`config.mk`:
```
export PLATFORM = sky130hd
export DESIGN_NAME = ast_top
export DESIGN_NICKNAME = d
export VERILOG_FILES = /design/src/rtl/ast_pkg.sv /design/src/rtl/ast_top.sv
export VERILOG_INCLUDE_DIRS = /design/src /design/src/rtl
export SDC_FILE = /design/constraint.sdc
export NUM_CORES = 1
export LEC_CHECK = 0
export BUFFER_PORTS_ARGS = -buffer_cell sky130_fd_sc_hd__clkbuf_2
export CELL_PAD_IN_SITES_DETAIL_PLACEMENT = 1
export CELL_PAD_IN_SITES_GLOBAL_PLACEMENT = 2
export CORE_MARGIN = 4
export CORE_UTILIZATION = 40
export DETAILED_ROUTE_END_ITERATION = 16
export GPL_TIMING_DRIVEN = 0
export PLACE_DENSITY = 0.94
export SKIP_LAST_GASP = 1
export SLEW_MARGIN = 20
export SYNTH_ARGS = -nofsm -noshare
export SYNTH_HDL_FRONTEND = slang
export SYNTH_SLANG_ARGS = --single-unit
```
`constraint.sdc`:
```
create_clock -name SYS_CLK -period 5.7 [get_ports SYS_CLK]
set_input_delay 0.57 -clock SYS_CLK [delete_from_list [all_inputs] [get_ports SYS_CLK]]
set_output_delay 0.57 -clock SYS_CLK [all_outputs]
set_load 0.02 [all_outputs]
```
`src/rtl/ast_params.svh`:
```
// Register map, field positions, reset values and timing counts of the serial transceiver
`ifndef AST_PARAMS_SVH
`define AST_PARAMS_SVH

`define AST_ADR_W 8
`define AST_OFS_MODE 8'h00
`define AST_OFS_FORMAT 8'h04
`define AST_OFS_CTRL 8'h08
`define AST_OFS_ERR 8'h0C
`define AST_OFS_DATA 8'h10
`define AST_OFS_EVENT 8'h14
`define AST_OFS_PORT 8'h18

`define AST_MODE_PIN_EN 0
`define AST_MODE_SEL_LO 1
`define AST_MODE_SEL_HI 2
`define AST_FMT_CLK_LO 0
`define AST_FMT_CLK_HI 1
`define AST_FMT_ODD 2
`define AST_FMT_PAR_EN 3
`define AST_CTRL_TX_EN 0
`define AST_CTRL_TX_TRG 1
`define AST_CTRL_RX_EN 2
`define AST_CTRL_RX_TRG 3
`define AST_ERR_OVERRUN 0
`define AST_ERR_PARITY 1
`define AST_ERR_FRAMING 2
`define AST_EVT_TX_DONE 0
`define AST_EVT_RX_DONE 1
`define AST_EVT_RX_ERR 2
`define AST_PORT_DIR_LSB 4
`define AST_PORT_IN_LSB 8

`define AST_RST_MODE 3'h0
`define AST_RST_FORMAT 4'h0
`define AST_RST_PORT 8'h00

`define AST_SYS_CLK_HZ 25000000
`define AST_BAUD_1200 1200
`define AST_BAUD_600 600
`define AST_BAUD_2400 2400
`define AST_OVERSAMPLE 16
`define AST_DIV_1200 (`AST_SYS_CLK_HZ / (`AST_BAUD_1200 * `AST_OVERSAMPLE))
`define AST_DIV_600 (`AST_SYS_CLK_HZ / (`AST_BAUD_600 * `AST_OVERSAMPLE))
`define AST_DIV_2400 (`AST_SYS_CLK_HZ / (`AST_BAUD_2400 * `AST_OVERSAMPLE))
`define AST_MID_TICK 7
`define AST_LAST_TICK 15

`endif

```
`src/rtl/ast_pkg.sv`:
```
// Types shared by the serial transceiver
package ast_pkg;
	typedef enum logic [1:0] {
		AST_CLK_1200 = 2'h0,
		AST_CLK_600 = 2'h1,
		AST_CLK_2400 = 2'h2,
		AST_CLK_TIMER = 2'h3
	} ast_clk_e;
	typedef enum logic [4:0] {
		AST_S_IDLE = 5'h01,
		AST_S_START = 5'h02,
		AST_S_DATA = 5'h04,
		AST_S_PAR = 5'h08,
		AST_S_STOP = 5'h10
	} ast_state_e;
	typedef struct packed {
		logic pin_en;
		logic mode_lo;
		logic mode_hi;
		ast_clk_e clk_sel;
		logic par_odd;
		logic par_en;
	} ast_cfg_s;
	typedef struct packed {
		logic [3:0] in;
	} ast_port_in_s;
	typedef struct packed {
		logic [3:0] out;
		logic [3:0] oe;
	} ast_port_out_s;
endpackage

```
`src/rtl/ast_top.sv`:
```
// Asynchronous serial transceiver with Wishbone register access
// Contract
// - Pins stay port bits until pin enable
// - Clock and ready pins remain port pins
// - Mode select picks seven or eight bits
// - Parity bit follows data when enabled
// - Parity odd select picks odd or even
// - Without parity only data bits travel
// - Clock select feeds both directions
// - Select codes 1200, 600, 2400, timer
// - Seven-bit mode drops data bit seven
// - Transmit trigger starts start bit then data
// - One start, one stop, LSB first
// - High stop bit, line idles high
// - Frame end sets transmit done flag
// - Receive disable clears the error flags
// - Low start bit starts receive sampling
// - Low stop bit flags framing error
// - Every frame loads the receive buffer
// - Receive done set unless overrun
// - Parity mismatch flags parity error
// - Frame before acknowledge flags overrun
// - Acknowledge colliding with load is overrun
// - Error flags clear by writing one
// - Separate shift registers, full duplex
//
// The Wishbone register port and the address map are this design's own decisions.
`timescale 1ns/1ps
`include "ast_params.svh"

module ast_top (
	// Clock and reset
	input wire logic SYS_CLK,
	input wire logic RST_B,
	// Wishbone slave
	input wire logic [`AST_ADR_W-1:0] WB_ADR_I,
	input wire logic [31:0] WB_DAT_I,
	input wire logic [3:0] WB_SEL_I,
	input wire logic WB_WE_I,
	input wire logic WB_CYC_I,
	input wire logic WB_STB_I,
	output logic [31:0] WB_DAT_O,
	output logic WB_ACK_O,
	// Programmable timer rate tick, same clock
	input wire logic PT_TICK,
	// Port 1 pins
	input wire ast_pkg::ast_port_in_s PORT1_I,
	output ast_pkg::ast_port_out_s PORT1_O
);
	import ast_pkg::*;

	logic ack_r;
	logic [31:0] rdat_r;
	logic req;
	logic wr;
	logic wr_mode, wr_fmt, wr_ctrl, wr_err, wr_data, wr_evt, wr_port;
	ast_cfg_s cfg_r;
	logic tx_en_r, rx_en_r;
	logic [7:0] tx_data_r;
	logic [7:0] rx_buf_r;
	logic [7:0] port_r;
	logic [2:0] err_r;
	logic [2:0] evt_r;
	logic [3:0] pin_s1_r, pin_s2_r;
	logic [11:0] div_r;
	logic [11:0] div_lim;
	logic tick;
	logic eight_bit;
	logic tx_trg, rx_ack;
	ast_state_e tx_st_r, rx_st_r;
	logic [3:0] tx_cnt_r, rx_cnt_r;
	logic [2:0] tx_bit_r, rx_bit_r;
	logic [7:0] tx_sh_r, rx_sh_r;
	logic tx_line_r;
	logic tx_par_r;
	logic rx_par_r;
	logic rx_pend_r;
	logic rx_in;
	logic rx_load;
	logic [7:0] rx_word;
	logic tx_done_set;
	logic ovr_set, par_set, frm_set;
	logic [2:0] last_bit;

	// Wishbone classic: one wait state, ack drops the cycle after it is given
	assign req = WB_CYC_I & WB_STB_I;
	assign wr = req & WB_WE_I & ack_r & WB_SEL_I[0];
	assign wr_mode = wr && (WB_ADR_I == `AST_OFS_MODE);
	assign wr_fmt = wr && (WB_ADR_I == `AST_OFS_FORMAT);
	assign wr_ctrl = wr && (WB_ADR_I == `AST_OFS_CTRL);
	assign wr_err = wr && (WB_ADR_I == `AST_OFS_ERR);
	assign wr_data = wr && (WB_ADR_I == `AST_OFS_DATA);
	assign wr_evt = wr && (WB_ADR_I == `AST_OFS_EVENT);
	assign wr_port = wr && (WB_ADR_I == `AST_OFS_PORT);

	always_ff @(posedge SYS_CLK or negedge RST_B) begin
		if (!RST_B) begin
			ack_r <= 1'b0;
		end else begin
			ack_r <= req & ~ack_r;
		end
	end

	// Read data is captured in the request cycle so it is stable under ack
	always_ff @(posedge SYS_CLK or negedge RST_B) begin
		if (!RST_B) begin
			rdat_r <= 32'h0000_0000;
		end else if (req && !ack_r) begin
			rdat_r <= 32'h0000_0000;
			case (WB_ADR_I)
				`AST_OFS_MODE: begin
					rdat_r[2:0] <= {cfg_r.mode_hi, cfg_r.mode_lo, cfg_r.pin_en};
				end
				`AST_OFS_FORMAT: begin
					rdat_r[3:0] <= {cfg_r.par_en, cfg_r.par_odd, cfg_r.clk_sel};
				end
				`AST_OFS_CTRL: begin
					rdat_r[3:0] <= {rx_st_r != AST_S_IDLE, rx_en_r, tx_st_r != AST_S_IDLE, tx_en_r};
				end
				`AST_OFS_ERR: begin
					rdat_r[2:0] <= err_r;
				end
				`AST_OFS_DATA: begin
					rdat_r[7:0] <= rx_buf_r;
				end
				`AST_OFS_EVENT: begin
					rdat_r[2:0] <= evt_r;
				end
				`AST_OFS_PORT: begin
					rdat_r[11:0] <= {pin_s2_r, port_r};
				end
				default: begin
					rdat_r <= 32'h0000_0000;
				end
			endcase
		end
	end

	assign WB_ACK_O = ack_r;
	assign WB_DAT_O = rdat_r;

	// Configuration; software keeps both enables low while changing it
	always_ff @(posedge SYS_CLK or negedge RST_B) begin
		if (!RST_B) begin
			cfg_r <= '0;
		end else begin
			if (wr_mode) begin
				cfg_r.pin_en <= WB_DAT_I[`AST_MODE_PIN_EN];
				cfg_r.mode_lo <= WB_DAT_I[`AST_MODE_SEL_LO];
				cfg_r.mode_hi <= WB_DAT_I[`AST_MODE_SEL_HI];
			end
			if (wr_fmt) begin
				cfg_r.clk_sel <= ast_clk_e'(WB_DAT_I[`AST_FMT_CLK_HI:`AST_FMT_CLK_LO]);
				cfg_r.par_odd <= WB_DAT_I[`AST_FMT_ODD];
				cfg_r.par_en <= WB_DAT_I[`AST_FMT_PAR_EN];
			end
		end
	end

	always_ff @(posedge SYS_CLK or negedge RST_B) begin
		if (!RST_B) begin
			tx_en_r <= 1'b0;
			rx_en_r <= 1'b0;
		end else if (wr_ctrl) begin
			tx_en_r <= WB_DAT_I[`AST_CTRL_TX_EN];
			rx_en_r <= WB_DAT_I[`AST_CTRL_RX_EN];
		end
	end

	assign tx_trg = wr_ctrl & WB_DAT_I[`AST_CTRL_TX_TRG] & WB_DAT_I[`AST_CTRL_TX_EN];
	assign rx_ack = wr_ctrl & WB_DAT_I[`AST_CTRL_RX_TRG];

	always_ff @(posedge SYS_CLK or negedge RST_B) begin
		if (!RST_B) begin
			tx_data_r <= 8'h00;
			port_r <= `AST_RST_PORT;
		end else begin
			if (wr_data) begin
				tx_data_r <= WB_DAT_I[7:0];
			end
			if (wr_port) begin
				port_r <= WB_DAT_I[7:0];
			end
		end
	end

	// Pin inputs pass two flip-flops
	always_ff @(posedge SYS_CLK or negedge RST_B) begin
		if (!RST_B) begin
			pin_s1_r <= 4'hF;
			pin_s2_r <= 4'hF;
		end else begin
			pin_s1_r <= PORT1_I.in;
			pin_s2_r <= pin_s1_r;
		end
	end

	// Bits 0 and 1 carry the serial lines once enabled; bits 2 and 3 stay port pins
	always_ff @(posedge SYS_CLK or negedge RST_B) begin
		if (!RST_B) begin
			PORT1_O <= '0;
		end else begin
			PORT1_O.out <= port_r[3:0];
			PORT1_O.oe <= port_r[7:4];
			if (cfg_r.pin_en) begin
				PORT1_O.out[1:0] <= {tx_line_r, 1'b0};
				PORT1_O.oe[1:0] <= 2'b10;
			end
		end
	end

	assign rx_in = cfg_r.pin_en ? pin_s2_r[0] : 1'b1;

	// Bit clock at sixteen times the rate; the timer tick is used as the sample tick
	always_comb begin
		case (cfg_r.clk_sel)
			AST_CLK_1200: div_lim = 12'(`AST_DIV_1200 - 1);
			AST_CLK_600: div_lim = 12'(`AST_DIV_600 - 1);
			AST_CLK_2400: div_lim = 12'(`AST_DIV_2400 - 1);
			default: div_lim = 12'h000;
		endcase
	end

	always_ff @(posedge SYS_CLK or negedge RST_B) begin
		if (!RST_B) begin
			div_r <= 12'h000;
		end else if (div_r >= div_lim) begin
			div_r <= 12'h000;
		end else begin
			div_r <= div_r + 12'h001;
		end
	end

	assign tick = (cfg_r.clk_sel == AST_CLK_TIMER) ? PT_TICK : (div_r >= div_lim);

	assign eight_bit = cfg_r.mode_hi & cfg_r.mode_lo;
	assign last_bit = eight_bit ? 3'h7 : 3'h6;

	// Transmitter; each bit lasts sixteen ticks
	always_ff @(posedge SYS_CLK or negedge RST_B) begin
		if (!RST_B) begin
			tx_st_r <= AST_S_IDLE;
			tx_cnt_r <= 4'h0;
			tx_bit_r <= 3'h0;
			tx_sh_r <= 8'h00;
			tx_par_r <= 1'b0;
			tx_line_r <= 1'b1;
		end else if (!tx_en_r && !tx_trg) begin
			// A trigger write also sets the enable, so it must not be lost here
			tx_st_r <= AST_S_IDLE;
			tx_line_r <= 1'b1;
		end else begin
			case (tx_st_r)
				AST_S_IDLE: begin
					tx_line_r <= 1'b1;
					if (tx_trg) begin
						tx_sh_r <= eight_bit ? tx_data_r : {1'b0, tx_data_r[6:0]};
						tx_par_r <= cfg_r.par_odd ^ (^tx_data_r[6:0]) ^ (eight_bit & tx_data_r[7]);
						tx_cnt_r <= 4'h0;
						tx_bit_r <= 3'h0;
						tx_line_r <= 1'b0;
						tx_st_r <= AST_S_START;
					end
				end
				AST_S_START: begin
					if (tick) begin
						tx_cnt_r <= tx_cnt_r + 4'h1;
						if (tx_cnt_r == 4'(`AST_LAST_TICK)) begin
							tx_line_r <= tx_sh_r[0];
							tx_sh_r <= {1'b0, tx_sh_r[7:1]};
							tx_st_r <= AST_S_DATA;
						end
					end
				end
				AST_S_DATA: begin
					if (tick) begin
						tx_cnt_r <= tx_cnt_r + 4'h1;
						if (tx_cnt_r == 4'(`AST_LAST_TICK)) begin
							tx_bit_r <= tx_bit_r + 3'h1;
							if (tx_bit_r != last_bit) begin
								tx_line_r <= tx_sh_r[0];
								tx_sh_r <= {1'b0, tx_sh_r[7:1]};
							end else if (cfg_r.par_en) begin
								tx_line_r <= tx_par_r;
								tx_st_r <= AST_S_PAR;
							end else begin
								tx_line_r <= 1'b1;
								tx_st_r <= AST_S_STOP;
							end
						end
					end
				end
				AST_S_PAR: begin
					if (tick) begin
						tx_cnt_r <= tx_cnt_r + 4'h1;
						if (tx_cnt_r == 4'(`AST_LAST_TICK)) begin
							tx_line_r <= 1'b1;
							tx_st_r <= AST_S_STOP;
						end
					end
				end
				AST_S_STOP: begin
					if (tick) begin
						tx_cnt_r <= tx_cnt_r + 4'h1;
						if (tx_cnt_r == 4'(`AST_LAST_TICK)) begin
							tx_st_r <= AST_S_IDLE;
						end
					end
				end
				default: begin
					tx_st_r <= AST_S_IDLE;
					tx_line_r <= 1'b1;
				end
			endcase
		end
	end

	assign tx_done_set = tx_en_r && (tx_st_r == AST_S_STOP) && tick &&
		(tx_cnt_r == 4'(`AST_LAST_TICK));

	// Receiver has its own shift register so both directions run at once
	always_ff @(posedge SYS_CLK or negedge RST_B) begin
		if (!RST_B) begin
			rx_st_r <= AST_S_IDLE;
			rx_cnt_r <= 4'h0;
			rx_bit_r <= 3'h0;
			rx_sh_r <= 8'h00;
			rx_par_r <= 1'b0;
		end else if (!rx_en_r) begin
			rx_st_r <= AST_S_IDLE;
		end else begin
			case (rx_st_r)
				AST_S_IDLE: begin
					if (!rx_in) begin
						rx_cnt_r <= 4'h0;
						rx_bit_r <= 3'h0;
						rx_st_r <= AST_S_START;
					end
				end
				AST_S_START: begin
					if (tick) begin
						rx_cnt_r <= rx_cnt_r + 4'h1;
						if (rx_cnt_r == 4'(`AST_MID_TICK)) begin
							rx_cnt_r <= 4'h0;
							// A glitch shorter than half a bit is not a start bit
							rx_st_r <= rx_in ? AST_S_IDLE : AST_S_DATA;
						end
					end
				end
				AST_S_DATA: begin
					if (tick) begin
						rx_cnt_r <= rx_cnt_r + 4'h1;
						if (rx_cnt_r == 4'(`AST_LAST_TICK)) begin
							rx_sh_r <= {rx_in, rx_sh_r[7:1]};
							rx_bit_r <= rx_bit_r + 3'h1;
							if (rx_bit_r == last_bit) begin
								rx_st_r <= cfg_r.par_en ? AST_S_PAR : AST_S_STOP;
							end
						end
					end
				end
				AST_S_PAR: begin
					if (tick) begin
						rx_cnt_r <= rx_cnt_r + 4'h1;
						if (rx_cnt_r == 4'(`AST_LAST_TICK)) begin
							rx_par_r <= rx_in;
							rx_st_r <= AST_S_STOP;
						end
					end
				end
				AST_S_STOP: begin
					if (tick) begin
						rx_cnt_r <= rx_cnt_r + 4'h1;
						if (rx_cnt_r == 4'(`AST_LAST_TICK)) begin
							rx_st_r <= AST_S_IDLE;
						end
					end
				end
				default: begin
					rx_st_r <= AST_S_IDLE;
				end
			endcase
		end
	end

	// Load happens at mid stop bit, so the line is back in idle for the next start
	assign rx_load = rx_en_r && (rx_st_r == AST_S_STOP) && tick &&
		(rx_cnt_r == 4'(`AST_LAST_TICK));
	assign rx_word = eight_bit ? rx_sh_r : {1'b0, rx_sh_r[7:1]};
	assign frm_set = rx_load & ~rx_in;
	assign par_set = rx_load & cfg_r.par_en & ((^rx_word ^ rx_par_r) != cfg_r.par_odd);
	assign ovr_set = rx_load & (rx_pend_r | rx_ack);

	always_ff @(posedge SYS_CLK or negedge RST_B) begin
		if (!RST_B) begin
			rx_buf_r <= 8'h00;
			rx_pend_r <= 1'b0;
		end else begin
			if (rx_load) begin
				rx_buf_r <= rx_word;
			end
			if (rx_load) begin
				rx_pend_r <= 1'b1;
			end else if (rx_ack || !rx_en_r) begin
				rx_pend_r <= 1'b0;
			end
		end
	end

	// Error flags: set wins over clear; receive disable clears them
	always_ff @(posedge SYS_CLK or negedge RST_B) begin
		if (!RST_B) begin
			err_r <= 3'h0;
		end else if (!rx_en_r) begin
			err_r <= 3'h0;
		end else begin
			err_r <= (err_r & ~(wr_err ? WB_DAT_I[2:0] : 3'h0)) | {frm_set, par_set, ovr_set};
		end
	end

	// Event flags, write one to clear
	always_ff @(posedge SYS_CLK or negedge RST_B) begin
		if (!RST_B) begin
			evt_r <= 3'h0;
		end else begin
			evt_r[`AST_EVT_TX_DONE] <= (evt_r[`AST_EVT_TX_DONE] &
				~(wr_evt & WB_DAT_I[`AST_EVT_TX_DONE])) | tx_done_set;
			evt_r[`AST_EVT_RX_DONE] <= (evt_r[`AST_EVT_RX_DONE] &
				~(wr_evt & WB_DAT_I[`AST_EVT_RX_DONE])) | (rx_load & ~ovr_set);
			evt_r[`AST_EVT_RX_ERR] <= (evt_r[`AST_EVT_RX_ERR] &
				~(wr_evt & WB_DAT_I[`AST_EVT_RX_ERR])) | frm_set | par_set | ovr_set;
		end
	end

endmodule

```
==> metrics.csv, run 1 <==
stage,metric,value,unit
critical_path,max_stage_delay,490,ps
timing,grt_setup_unrepaired,no,
placed_design,placedInstanceArea,0.00726,sq mm
clock_tree,postCtsSetupBuffers,0,
timing,setup_violations,0,
status,outcome,completed,
layout,layout_commonest_cell,dfrtp_1,
routing,vias,5186,
floorplanning,dieArea,0.0188,sq mm
synthesis,synth_warnings,0,
placed_design,placedCellCount,916,
layout,fin_area,0.00783,sq mm
timing,hold_viol,0,
clock_tree,clockRootBuffer,clkbuf_16,
timing,fin_tns_setup,0,ps
placed_design,io_buffers,45,
synthesis,synth_area,0.00665,sq mm
timing,drv_slew,0,
synthesis,postSynthCellCount,635,
critical_path,path_class,reg2reg,
placed_design,dp_hpwl,13300,um
synthesis,synth_top_family_by_area,simple AND/OR/NAND/NOR gates,
layout,drive_gt1_frac,0.253,
synthesis,avgSynthCellArea,10.5,sq um
critical_path,cp_max_fo,10,
power,p_per_area,259,mW/mm^2
clock_tree,clock-sinks,124,
power,leakage,0.00378,uW
global_route,grt_overflow_total,0,
global_route,track_usage,0.207,
timing,fmax,0.280,GHz
critical_path,end_kind,register,
floorplanning,rows,46,
timing,period_share,0.627,
timing,whs,102,ps
critical_path,slowest_stage,dfrtp_1,
floorplanning,die_h,137,um
synthesis,synth_xor_area_frac,0.0408,
critical_path,crit_family,simple AND/OR/NAND/NOR gates,
routing,wl_per_cell,19.4,um
clock_tree,cts_made_buffers,17,
routing,viasPerCell,5.47,
timing,min_period,3580,ps
timing,skew,7.57,ps
critical_path,path_cells,inv_1 -> ha_1 -> inv_1 -> ha_1 -> nand4_1 -> nor3_1 -> nor4_2 -> a21oi_1 -> buf_2 -> nand4_1 -> buf_4 -> nand2_1 -> o21ai_0,
worst_hold_path,hold_path.class,in2async,
clock_tree,clock_latency,420,ps
synthesis,yosys.area_share.simple,0.187,
clock_tree,h-tree-depth,4,
critical_path,crit_path_start_kind,register,
layout,final_util,0.486,
power,vdd_drop_max,0.000250,V
synthesis,muxShareOfSynthArea,0.0839,
clock_tree,hold_buffers,0,
floorplanning,initial_core_util,0.413,
layout,stdcell_count,948,
global_route,grt_max_degree,69,
timing,slew-limit-headroom,0.524,
timing,tightest_slew,710,ps
synthesis,synth_edf_count,0,
layout,diodes,0,
layout,n_fill_cell,1803,
layout,final_nets,795,
routing,drt.antenna.violating_nets,0,
clock_tree,clk_pin_slew_worst_paths,60,ps
critical_path,crit_arrival,3860,ps
synthesis,seq_area_frac_synth,0.468,
critical_path,cp_num_buf_inv,4,
global_route,grt_pass1_vias,5702,
synthesis,yosys_register_bits,124,
clock_tree,cts_buffer_depth,2,
routing,dr.first_iter.drc_count,315,
routing,drc,0,
floorplanning,pin_count,95,
layout,final_cell_mix,"113 x dfrtp_1, 67 x nand2_1, 44 x clkbuf_2, 38 x nor2_1, 37 x o21ai_0",
routing,dr.pass1.iters,4,
synthesis,synth-compound-area-share,0.128,
critical_path,required,5980,ps
floorplanning,die_w,137,um
run,maxCapViolations,0,
clock_tree,cts.repair.resized,0,
routing,finalWirelength,18400,um
placed_design,gp_congestion,0.824,
synthesis,yosysUniqueCellTypes,76,
synthesis,synthAdderAreaFrac,0.0414,
floorplanning,coreArea,0.0161,sq mm
global_route,grt_pass1_wl,30400,um
layout,areaGrowthSynthToFinish,17.7,%
synthesis,synth_flop_cell,dfrtp_1,
global_route,antenna_found_initial,0,
clock_tree,cts_tree,yes,
synthesis,synthArstFlopShare,1.00,
## worst paths after layout
check	from	endpoint	slack (ps)	cells after the start
min in group SYS_CLK	PORT1_I[0]	pin_s1_r[0]	220	1
worst max register to register	cfg_r[2]	rx_buf_r[7]	2120	13
worst min register to register	pin_s1_r[2]	pin_s2_r[2]	350	0
worst max-delay path	cfg_r[2]	rx_buf_r[7]	2120	13
max in group asynchronous	RST_B	tx_line_r	4870	2
worst min-delay path	RST_B	div_r[11]	100	1
## cells by family (layout without fill, tap and decap cells)
logic type      count (synthesis)  count (layout)
buf+inv                        59             137
xor+xnor                       31              31
mux                            46              46
other cells                     1              20
fa+ha+maj                      22              22
flops                         124             124
compound gates                125             125
simple gates                  227             227
## cell usage after synthesis (all sizes together), types with 4 or more instances
library cell,n,area (sq um)
a21oi,20,104
o31ai,4,30.0
a32o,4,40.0
nand2b,7,46.3
nor4,4,61.3
nand4,10,77.6
and3,14,87.6
nor2b,8,52.6
o21ai,39,195
ha,22,275
a22oi,8,60.1
dfstp,11,289
xor2,14,123
mux2,37,443
or3,4,35.0
nor2,38,143
a21o,14,106
nand3,35,175
nand2,70,270
nor3b,4,30.0
a22o,10,87.6
inv,21,78.8
mux2i,7,70.1
dfrtp,113,2830
nor3,14,108
buf,31,228
xnor2,17,149
clkbuf,7,26.3
## worst reg2reg max path: cells and delay by family (launching register included)
| family | cells | cell delay, ps |
|---|---|---|
| AOI/OAI and AO/OA | 2 | 400 |
| adders and majority gates | 2 | 610 |
| DFF | 1 | 490 |
| buffers and inverters | 4 | 880 |
| and+or+nand+nor | 5 | 1070 |
## power by group
part,switching (uW),internal [uW],leakage [uW]
sequential,2.48,887,0.00165
clock,435,620,0.000268
combinational,54.3,25.0,0.00185
## through the flow
step                worst slack, ps  power [uW]
finish                         2120        2020
global route                   1850        2090
CTS                            2130        2040
detailed placement             2180         985
global placement               2210         979
floorplan                      2990         944
## cell type report
| cell class | count | area [sq um] | share of cell area |
|---|---|---|---|
| Clock buffer | 19 | 443 | 0.0566 |
| Tap cell | 216 | 270 | 0.0345 |
| Sequential cell | 124 | 3120 | 0.398 |
| Inverter | 21 | 78.8 | 0.0101 |
| Multi-Input combinational cell | 471 | 3280 | 0.418 |
| Timing Repair Buffer | 46 | 262 | 0.0334 |
| Buffer | 38 | 254 | 0.0324 |
| Clock inverter | 13 | 130 | 0.0166 |
## sequential cells by signal, summed over array words and instances, names as in the netlist, 5 cells and up
| signal | cells |
|---|---|
| PORT1_O | 8 |
| rx_sh_r | 8 |
| port_r | 8 |
| div_r | 12 |
| tx_st_r | 5 |
| rx_st_r | 5 |
| cfg_r | 7 |
| rx_buf_r | 8 |
| tx_data_r | 8 |
| tx_sh_r | 8 |
| WB_DAT_O | 12 |
## per-layer routing
layer	global-route usage	share of wire
met1	0.264	0.43
met2	0.355	0.52
met3	0.0371	0.032
met4	0.0687	0.016
met5	0	0
(Power assumes the default switching activity.)
==> inputs of run 2 (changes only) <==
--- a/config.mk
+++ b/config.mk
@@ -6,14 +6,15 @@
 export SDC_FILE = /design/constraint.sdc
 export NUM_CORES = 1
 export LEC_CHECK = 0
+export ABC_AREA = 1
 export BUFFER_PORTS_ARGS = -buffer_cell sky130_fd_sc_hd__clkbuf_2
 export CELL_PAD_IN_SITES_DETAIL_PLACEMENT = 1
 export CELL_PAD_IN_SITES_GLOBAL_PLACEMENT = 2
 export CORE_MARGIN = 4
-export CORE_UTILIZATION = 40
+export CORE_UTILIZATION = 31
 export DETAILED_ROUTE_END_ITERATION = 16
 export GPL_TIMING_DRIVEN = 0
-export PLACE_DENSITY = 0.94
+export PLACE_DENSITY = 0.86
 export SKIP_LAST_GASP = 1
 export SLEW_MARGIN = 20
 export SYNTH_ARGS = -nofsm -noshare
==> constraint.sdc (replaced) <==
create_clock -name SYS_CLK -period 2.9 [get_ports SYS_CLK]
set_input_delay 0.29 -clock SYS_CLK [delete_from_list [all_inputs] [get_ports SYS_CLK]]
set_output_delay 0.29 -clock SYS_CLK [all_outputs]
set_load 0.02 [all_outputs]
==> run 2 against run 1 <==
Net effect: utilization shrank 11 points; setup slack lost 1900 ps; non-clock buffer count grew 4; sequential power grew 100%; routed wire length grew 0.18%; synthesized cell count grew 34%; via count grew 12%; register-to-register slack lost 1900 ps; sequential share of layout area shrank 1.8 points; clock skew grew 2.1 ps; sequential cell count is the same; clock power grew 100%; largest power group unchanged.
==> metrics.csv, run 2 <==
stage,metric,value,unit,change
critical_path,path_class,reg2reg,,
routing,wl_met2,9160,um,-4.0%
global_route,grt_overflow_total,0,,unchanged
placed_design,gp_congestion,0.809,,-1.9%
critical_path,crit_arrival,2960,ps,-900 ps
synthesis,synthAdderAreaFrac,0.0403,,-0.00110
layout,stdcell_count,1239,,+31%
floorplanning,initial_core_util,0.314,,-0.0987
global_route,track_usage,0.160,,-0.0476
timing,fmax,0.378,GHz,+35%
critical_path,rr_worst_depth,14,,+1
synthesis,synth_commonest_cells,"260 x nand2_1, 113 x dfrtp_1, 94 x inv_1",,
routing,drc,0,,unchanged
timing,whs,133,ps,+31.5 ps
routing,wl_met1,8300,um,+4.2%
layout,n_fill_cell,2712,,+50%
worst_hold_path,hold_path.class,in2reg,,
power,combPwrFrac,0.116,,+0.077
routing,vias,5792,,+12%
clock_tree,cts_buffer_depth,2,,unchanged
synthesis,synth_area,0.00684,sq mm,+2.7%
layout,areaGrowthSynthToFinish,20.0,%,
power,p_switching,1220,uW,+150%
power,vdd_drop_max,0.000393,V,+57%
layout,drive_gt1_frac,0.184,,-0.0692
power,clkPwrFrac,0.479,,-0.042
synthesis,seq_area_frac_synth,0.456,,-0.0124
floorplanning,rows,54,,+17%
routing,dr.pass1.iters,4,,unchanged
routing,dr_wl_met3,630,um,+8.1%
timing,fin_tns_setup,0,ps,unchanged
clock_tree,clockRootBuffer,clkbuf_16,,
timing,skew,9.71,ps,+2.14 ps
synthesis,yosys.area_share.simple,0.290,,+0.103
placed_design,placedCellCount,1201,,+31%
floorplanning,coreArea,0.0218,sq mm,+35%
synthesis,yosys.area.top_type,dfrtp_1,,
synthesis,synth_warnings,0,,unchanged
timing,period_share,0.913,,+0.285
synthesis,synth_edf_count,0,,unchanged
power,p_per_area,545,mW/mm^2,+110%
worst_hold_path,worstHoldStart,WB_DAT_I[6],,
critical_path,worstReg2RegStart,cfg_r[3],,
power,seq_power_share,0.405,,-0.034
critical_path,crit_top_cell,inv_1,,
layout,final_cell_mix,"258 x nand2_1, 112 x dfrtp_1, 94 x inv_1, 58 x nand3_1",,
synthesis,synth_top_family_by_area,simple AND/OR/NAND/NOR gates,,
global_route,grt_pass1_vias,6145,,+7.8%
critical_path,crit_path_start_kind,register,,
timing,tightest_slew,674,ps,-36.2 ps
layout,fin_area,0.00821,sq mm,+4.8%
floorplanning,pin_count,95,,unchanged
routing,viasPerCell,4.67,,-15%
synthesis,synthArstFlopShare,1.00,,unchanged
clock_tree,cts_made_buffers,17,,unchanged
timing,hold_viol,0,,unchanged
power,leakage,0.00416,uW,+10%
power,p_int,3260,uW,+110%
synthesis,muxShareOfSynthArea,0,,-0.0839
layout,diodes,0,,unchanged
synthesis,synth_top_area_share,0.414,,-0.0113
clock_tree,h-tree-depth,4,,unchanged
routing,drt.antenna.violating_nets,0,,unchanged
synthesis,yosys.cell_count.top_type,nand2_1,,
synthesis,postSynthCellCount,854,,+34%
clock_tree,clk_pin_slew_worst_paths,60,ps,about the same
global_route,antenna_found_initial,0,,unchanged
routing,dr.max_layer_used,met4,,
critical_path,end_kind,register,,
run,maxCapViolations,0,,unchanged
synthesis,synth-compound-area-share,0.0987,,-0.0294
timing,min_period,2650,ps,-929 ps
worst_hold_path,min_to,port_r[6],,
placed_design,dp_hpwl,13700,um,+2.9%
timing,grt_setup_unrepaired,no,,
clock_tree,clock_latency,430,ps,about the same
layout,layout_commonest_cell,nand2_1,,
synthesis,avgSynthCellArea,8.00,sq um,-24%
synthesis,synthTopCellsByArea,"dfrtp_1 41%, nand2_1 14%, inv_1 5.2%, nand3_1 4.2%, dfstp_2 4.2%",,
placed_design,io_buffers,47,,+4.4%
synthesis,yosys_register_bits,124,,unchanged
critical_path,required,3210,ps,-2770 ps
layout,final_nets,1022,,+29%
synthesis,yosysUniqueCellTypes,46,,-39%
critical_path,cp_max_fo,10,,unchanged
placed_design,placedInstanceArea,0.00753,sq mm,+3.7%
critical_path,max_stage_delay,430,ps,-60 ps
floorplanning,die_h,156,um,+14%
synthesis,synth_xor_area_frac,0.0231,,-0.0177
synthesis,synth_flop_cell,dfrtp_1,,
critical_path,worst_r2r_endpoint,rx_buf_r[7],,
critical_path,ff2ff_setup_slack,250,ps,-1870 ps
worst_hold_path,holdPathStages,3,,
routing,dr.first_iter.drc_count,241,,-23%
critical_path,path_cells,inv_1 -> ha_1 -> inv_1 -> ha_1 -> nand2_1 -> nor2_2 -> inv_1 -> nor2_2 -> nand2_2 -> nand3_4 -> nand4_2 -> buf_2 -> nand2_1 -> o31ai_1,,
clock_tree,cts_tree,yes,,
power,total_power,4470,uW,+120%
status,outcome,completed,,
global_route,grt_max_degree,84,,+22%
clock_tree,clock-sinks,124,,unchanged
timing,drv_slew,0,,unchanged
routing,finalWirelength,18400,um,+0.18%
routing,wl_per_cell,14.9,um,-23%
floorplanning,die_w,156,um,+14%
critical_path,crit_family,simple AND/OR/NAND/NOR gates,,
power,switching_share,0.272,,+0.0289
timing,slew-limit-headroom,0.551,,+0.0267
timing,setup_violations,0,,unchanged
critical_path,cp_num_buf_inv,4,,unchanged
global_route,grt_pass1_wl,31200,um,+2.7%
critical_path,slowest_stage,dfrtp_1,,
floorplanning,dieArea,0.0245,sq mm,+31%
-- run 2: cell count changes after synthesis, moves of 10 or more --
| cell | delta |
|---|---|
| nand2_1 | +193 |
| inv_1 | +73 |
| nor2_2 | +11 |
| nand3_1 | +23 |
| a21o_1 | -13 |
| o21ai_0 | +11 |
| and3_1 | -14 |
| mux2_2 | -30 |
| nor2_1 | +10 |
| o21ai_1 | +26 |
-- run 2: per-layer routing --
layer | GRT usage | up-vias
li1 | - | 2887
met1 | 0.204 | 2808
met2 | 0.272 | 72
met3 | 0.0288 | 25
met4 | 0.0558 | 0
met5 | 0 | -
-- run 2: power by group through the flow --
stage                     sequential [uW]  combinational [uW]  clock (uW)
after floorplan                      1850                 316           0
final                                1810                 520        2140
after global placement               1840                 480           0
after global routing                 1820                 588        2270
after CTS                            1810                 504        2200
after detailed placement             1840                 493           0
-- run 2: final cells by class --
cell class	count	area, sq um	area share
Timing Repair Buffer	54	342	0.0416
Tap cell	280	350	0.0427
Inverter	103	389	0.0474
Buffer	34	236	0.0288
Multi-Input combinational cell	612	3180	0.387
Clock inverter	13	140	0.0171
Clock buffer	19	453	0.0552
Sequential cell	124	3120	0.380
-- run 2: worst max-delay path by stage --
stage / start / to / cells after the start
3_3_place_gp: RST_B / tx_sh_r[4] / 1
5_1_grt: cfg_r[3] / rx_buf_r[7] / 14
3_5_place_dp: cfg_r[2] / rx_cnt_r[3] / 16
2_1_floorplan: cfg_r[2] / tx_sh_r[0] / 15
6_report: cfg_r[3] / rx_buf_r[7] / 14
4_1_cts: cfg_r[2] / rx_cnt_r[3] / 16
-- run 2: what timing repair did --
action / 4_1_cts / 5_1_grt
setup endpoints to repair: 0 / 41
endpoints found under the hold margin: 35 / 0
resized for setup: 0 / 4
hold buffers: 5 / 0
buffers inserted: 0 / 1
-- run 2: kinds of logic after synthesis --
kind of cell,Yosys count
simple gates,431
flops,124
buf+inv,137
compound gates,121
xor+xnor,18
other cells,1
fa+ha+maj,22
-- run 2: per-stage QoR --
stage | util | worst slack (ps)
finish | 0.377 | 253
global route | 0.377 | 0.667
CTS | 0.376 | 17.3
detailed placement | 0.346 | 89.4
global placement | 0.344 | -565
floorplan | - | 671
-- run 2: worst min-delay path, stage by stage --
cell      delay, ps
clkbuf_2         80
inv_1            70
o21ai_1          80
==> inputs of run 3 (changes only) <==
==> constraint.sdc (replaced) <==
create_clock -name SYS_CLK -period 2.9 [get_ports SYS_CLK]
set_input_delay 0.435 -clock SYS_CLK [delete_from_list [all_inputs] [get_ports SYS_CLK]]
set_output_delay 0.435 -clock SYS_CLK [all_outputs]
set_load 0.02 [all_outputs]
==> run 3 against run 2 <==
Net effect: cell count shrank 0.32%; sequential power about the same; sequential share of layout area increased by 0.19 points; register-to-register slack hardly changed; setup slack better by 10 ps; highest routed layer unchanged; critical path depth unchanged; utilization shrank 0.18 points; cell area decreased by 0.49%.
==> metrics.csv, run 3 (same netlist as run 2, synthesis figures left out) <==
stage,metric,value,unit,change
timing,slew-limit-headroom,0.538,,-0.0129
timing,fmax,0.379,GHz,+0.39%
layout,drive_gt1_frac,0.184,,+0.000769
timing,drv_slew,0,,unchanged
critical_path,path_class,reg2reg,,
routing,dr.max_layer_used,met4,,
clock_tree,clk_pin_slew_worst_paths,60,ps,about the same
global_route,grt_pass1_vias,6114,,-0.50%
floorplanning,die_h,156,um,unchanged
clock_tree,cts_tree,yes,,
global_route,antenna_found_initial,0,,unchanged
layout,diodes,0,,unchanged
clock_tree,clockRootBuffer,clkbuf_16,,
critical_path,path_cells,inv_1 -> ha_1 -> inv_1 -> ha_1 -> nand2_1 -> nor2_2 -> inv_1 -> nor2_2 -> nand2_2 -> nand3_4 -> nand4_2 -> buf_2 -> nand2_1 -> o31ai_1,,
timing,tightest_slew,693,ps,+19.4 ps
placed_design,io_buffers,47,,unchanged
timing,min_period,2640,ps,-10.4 ps
clock_tree,cts_buffer_depth,2,,unchanged
layout,stdcell_count,1235,,-0.32%
floorplanning,initial_core_util,0.314,,unchanged
critical_path,end_kind,register,,
floorplanning,coreArea,0.0218,sq mm,unchanged
critical_path,max_stage_delay,420,ps,about the same
critical_path,slowest_stage,dfrtp_1,,
placed_design,dp_slack,89.4,ps,unchanged
placed_design,gp_congestion,0.809,,unchanged
clock_tree,clock_latency,430,ps,about the same
clock_tree,cts_made_buffers,17,,unchanged
critical_path,cp_max_fo,10,,unchanged
routing,wl_per_cell,14.9,um,about the same
placed_design,placedInstanceArea,0.00753,sq mm,unchanged
routing,wl_met1,8280,um,-0.29%
critical_path,crit_arrival,2950,ps,about the same
run,maxCapViolations,0,,unchanged
critical_path,required,3210,ps,about the same
global_route,grt_overflow_total,0,,unchanged
floorplanning,dieArea,0.0245,sq mm,unchanged
placed_design,placedCellCount,1201,,unchanged
routing,wl_met2,9110,um,-0.58%
routing,finalWirelength,18400,um,-0.29%
global_route,grt_max_degree,84,,unchanged
routing,dr.first_iter.drc_count,242,,+0.41%
worst_hold_path,hold_path.class,in2reg,,
clock_tree,h-tree-depth,4,,unchanged
layout,areaGrowthSynthToFinish,19.5,%,
global_route,grt_pass1_wl,31100,um,-0.36%
timing,setup_violations,0,,unchanged
placed_design,dp_hpwl,13700,um,unchanged
clock_tree,clock-sinks,124,,unchanged
timing,grt_setup_unrepaired,no,,
timing,hold_viol,0,,unchanged
routing,dr.pass1.iters,4,,unchanged
routing,drt.antenna.violating_nets,0,,unchanged
timing,fin_ws,263,ps,+10.4 ps
floorplanning,rows,54,,unchanged
routing,drc,0,,unchanged
critical_path,crit_path_start_kind,register,,
routing,viasPerCell,4.70,,+0.45%
power,p_per_area,547,mW/mm^2,+0.27%
power,leakage,0.00414,uW,-0.40%
floorplanning,die_w,156,um,unchanged
layout,fin_area,0.00817,sq mm,-0.49%
layout,final_cell_mix,"258 x nand2_1, 112 x dfrtp_1, 94 x inv_1, 58 x nand3_1",,
layout,final_nets,1018,,-0.39%
floorplanning,pin_count,95,,unchanged
global_route,track_usage,0.159,,-0.000524
routing,vias,5799,,+0.12%
critical_path,crit_top_cell,inv_1,,
routing,dr_wl_met3,660,um,+4.8%
power,vdd_drop_max,0.000393,V,+0.10%
status,outcome,completed,,
timing,period_share,0.909,,-0.00357
timing,skew,10.0,ps,+0.298 ps
critical_path,ff2ff_setup_slack,260,ps,about the same
layout,layout_commonest_cell,nand2_1,,
[run 3: changes by cell type in the layout (fill, tap and decap cells not counted)]
cell,before,now
dlygate4sd3_1,5,1
[run 3: worst paths after layout]
kind | from | endpoint | cells past startpoint
worst max-delay path | cfg_r[3] | rx_buf_r[7] | 14
min in group asynchronous | RST_B | rx_cnt_r[1] | 2
worst min-delay path | PORT1_I[2] | pin_s1_r[2] | 1
worst min register to register | pin_s1_r[0] | pin_s2_r[0] | 0
worst max register to register | cfg_r[3] | rx_buf_r[7] | 14
max in group asynchronous | RST_B | tx_line_r | 3
[run 3: power breakdown]
group / switching, uW / leakage (uW) / total (uW) / internal [uW]
Sequential: 27.6 / 0.00165 / 1810 / 1780
Clock: 824 / 0.000282 / 2140 / 1310
Combinational: 359 / 0.00221 / 516 / 157
Total: 1210 / 0.00414 / 4460 / 3250
[run 3: stage by stage]
stage	setup TNS (ps)	hold slack (ps)	util	power, uW
6_report	0	83.0	0.375	4460
5_1_grt	0	68.4	0.375	4680
4_1_cts	0	61.1	0.374	4510
3_5_place_dp	0	347	0.346	2340
3_3_place_gp	-78900	346	0.344	2320
2_1_floorplan	0	139	-	2170
[run 3: worst max-delay path, delay by kind of cell, from the launching register on]
| kind | cells | cell delay (ps) |
|---|---|---|
| buffers and inverters | 4 | 580 |
| AOI/OAI and AO/OA | 1 | 60 |
| adders and majority gates | 2 | 610 |
| DFF | 1 | 420 |
| and+or+nand+nor | 7 | 850 |
[run 3: timing repair]
item                                    4_1_cts  5_1_grt
buffers inserted                              0        1
endpoints found under the hold margin        31        0
hold buffers                                  1        0
endpoints found under the setup margin        0       41
resized for setup                             0        4
[run 3: routing by layer]
layer | global-route usage | up-vias
li1 | - | 2877
met3 | 0.0290 | 25
met4 | 0.0558 | 0
met5 | 0 | -
met1 | 0.203 | 2814
met2 | 0.270 | 83
[run 3: layout make-up]
class | count | area (sq um)
Timing Repair Buffer | 50 | 302
Buffer | 34 | 236
Sequential cell | 124 | 3120
Clock buffer | 19 | 453
Tap cell | 280 | 350
Fill cell | 2713 | 13600
Multi-Input combinational cell | 612 | 3180
Inverter | 103 | 389
Clock inverter | 13 | 140
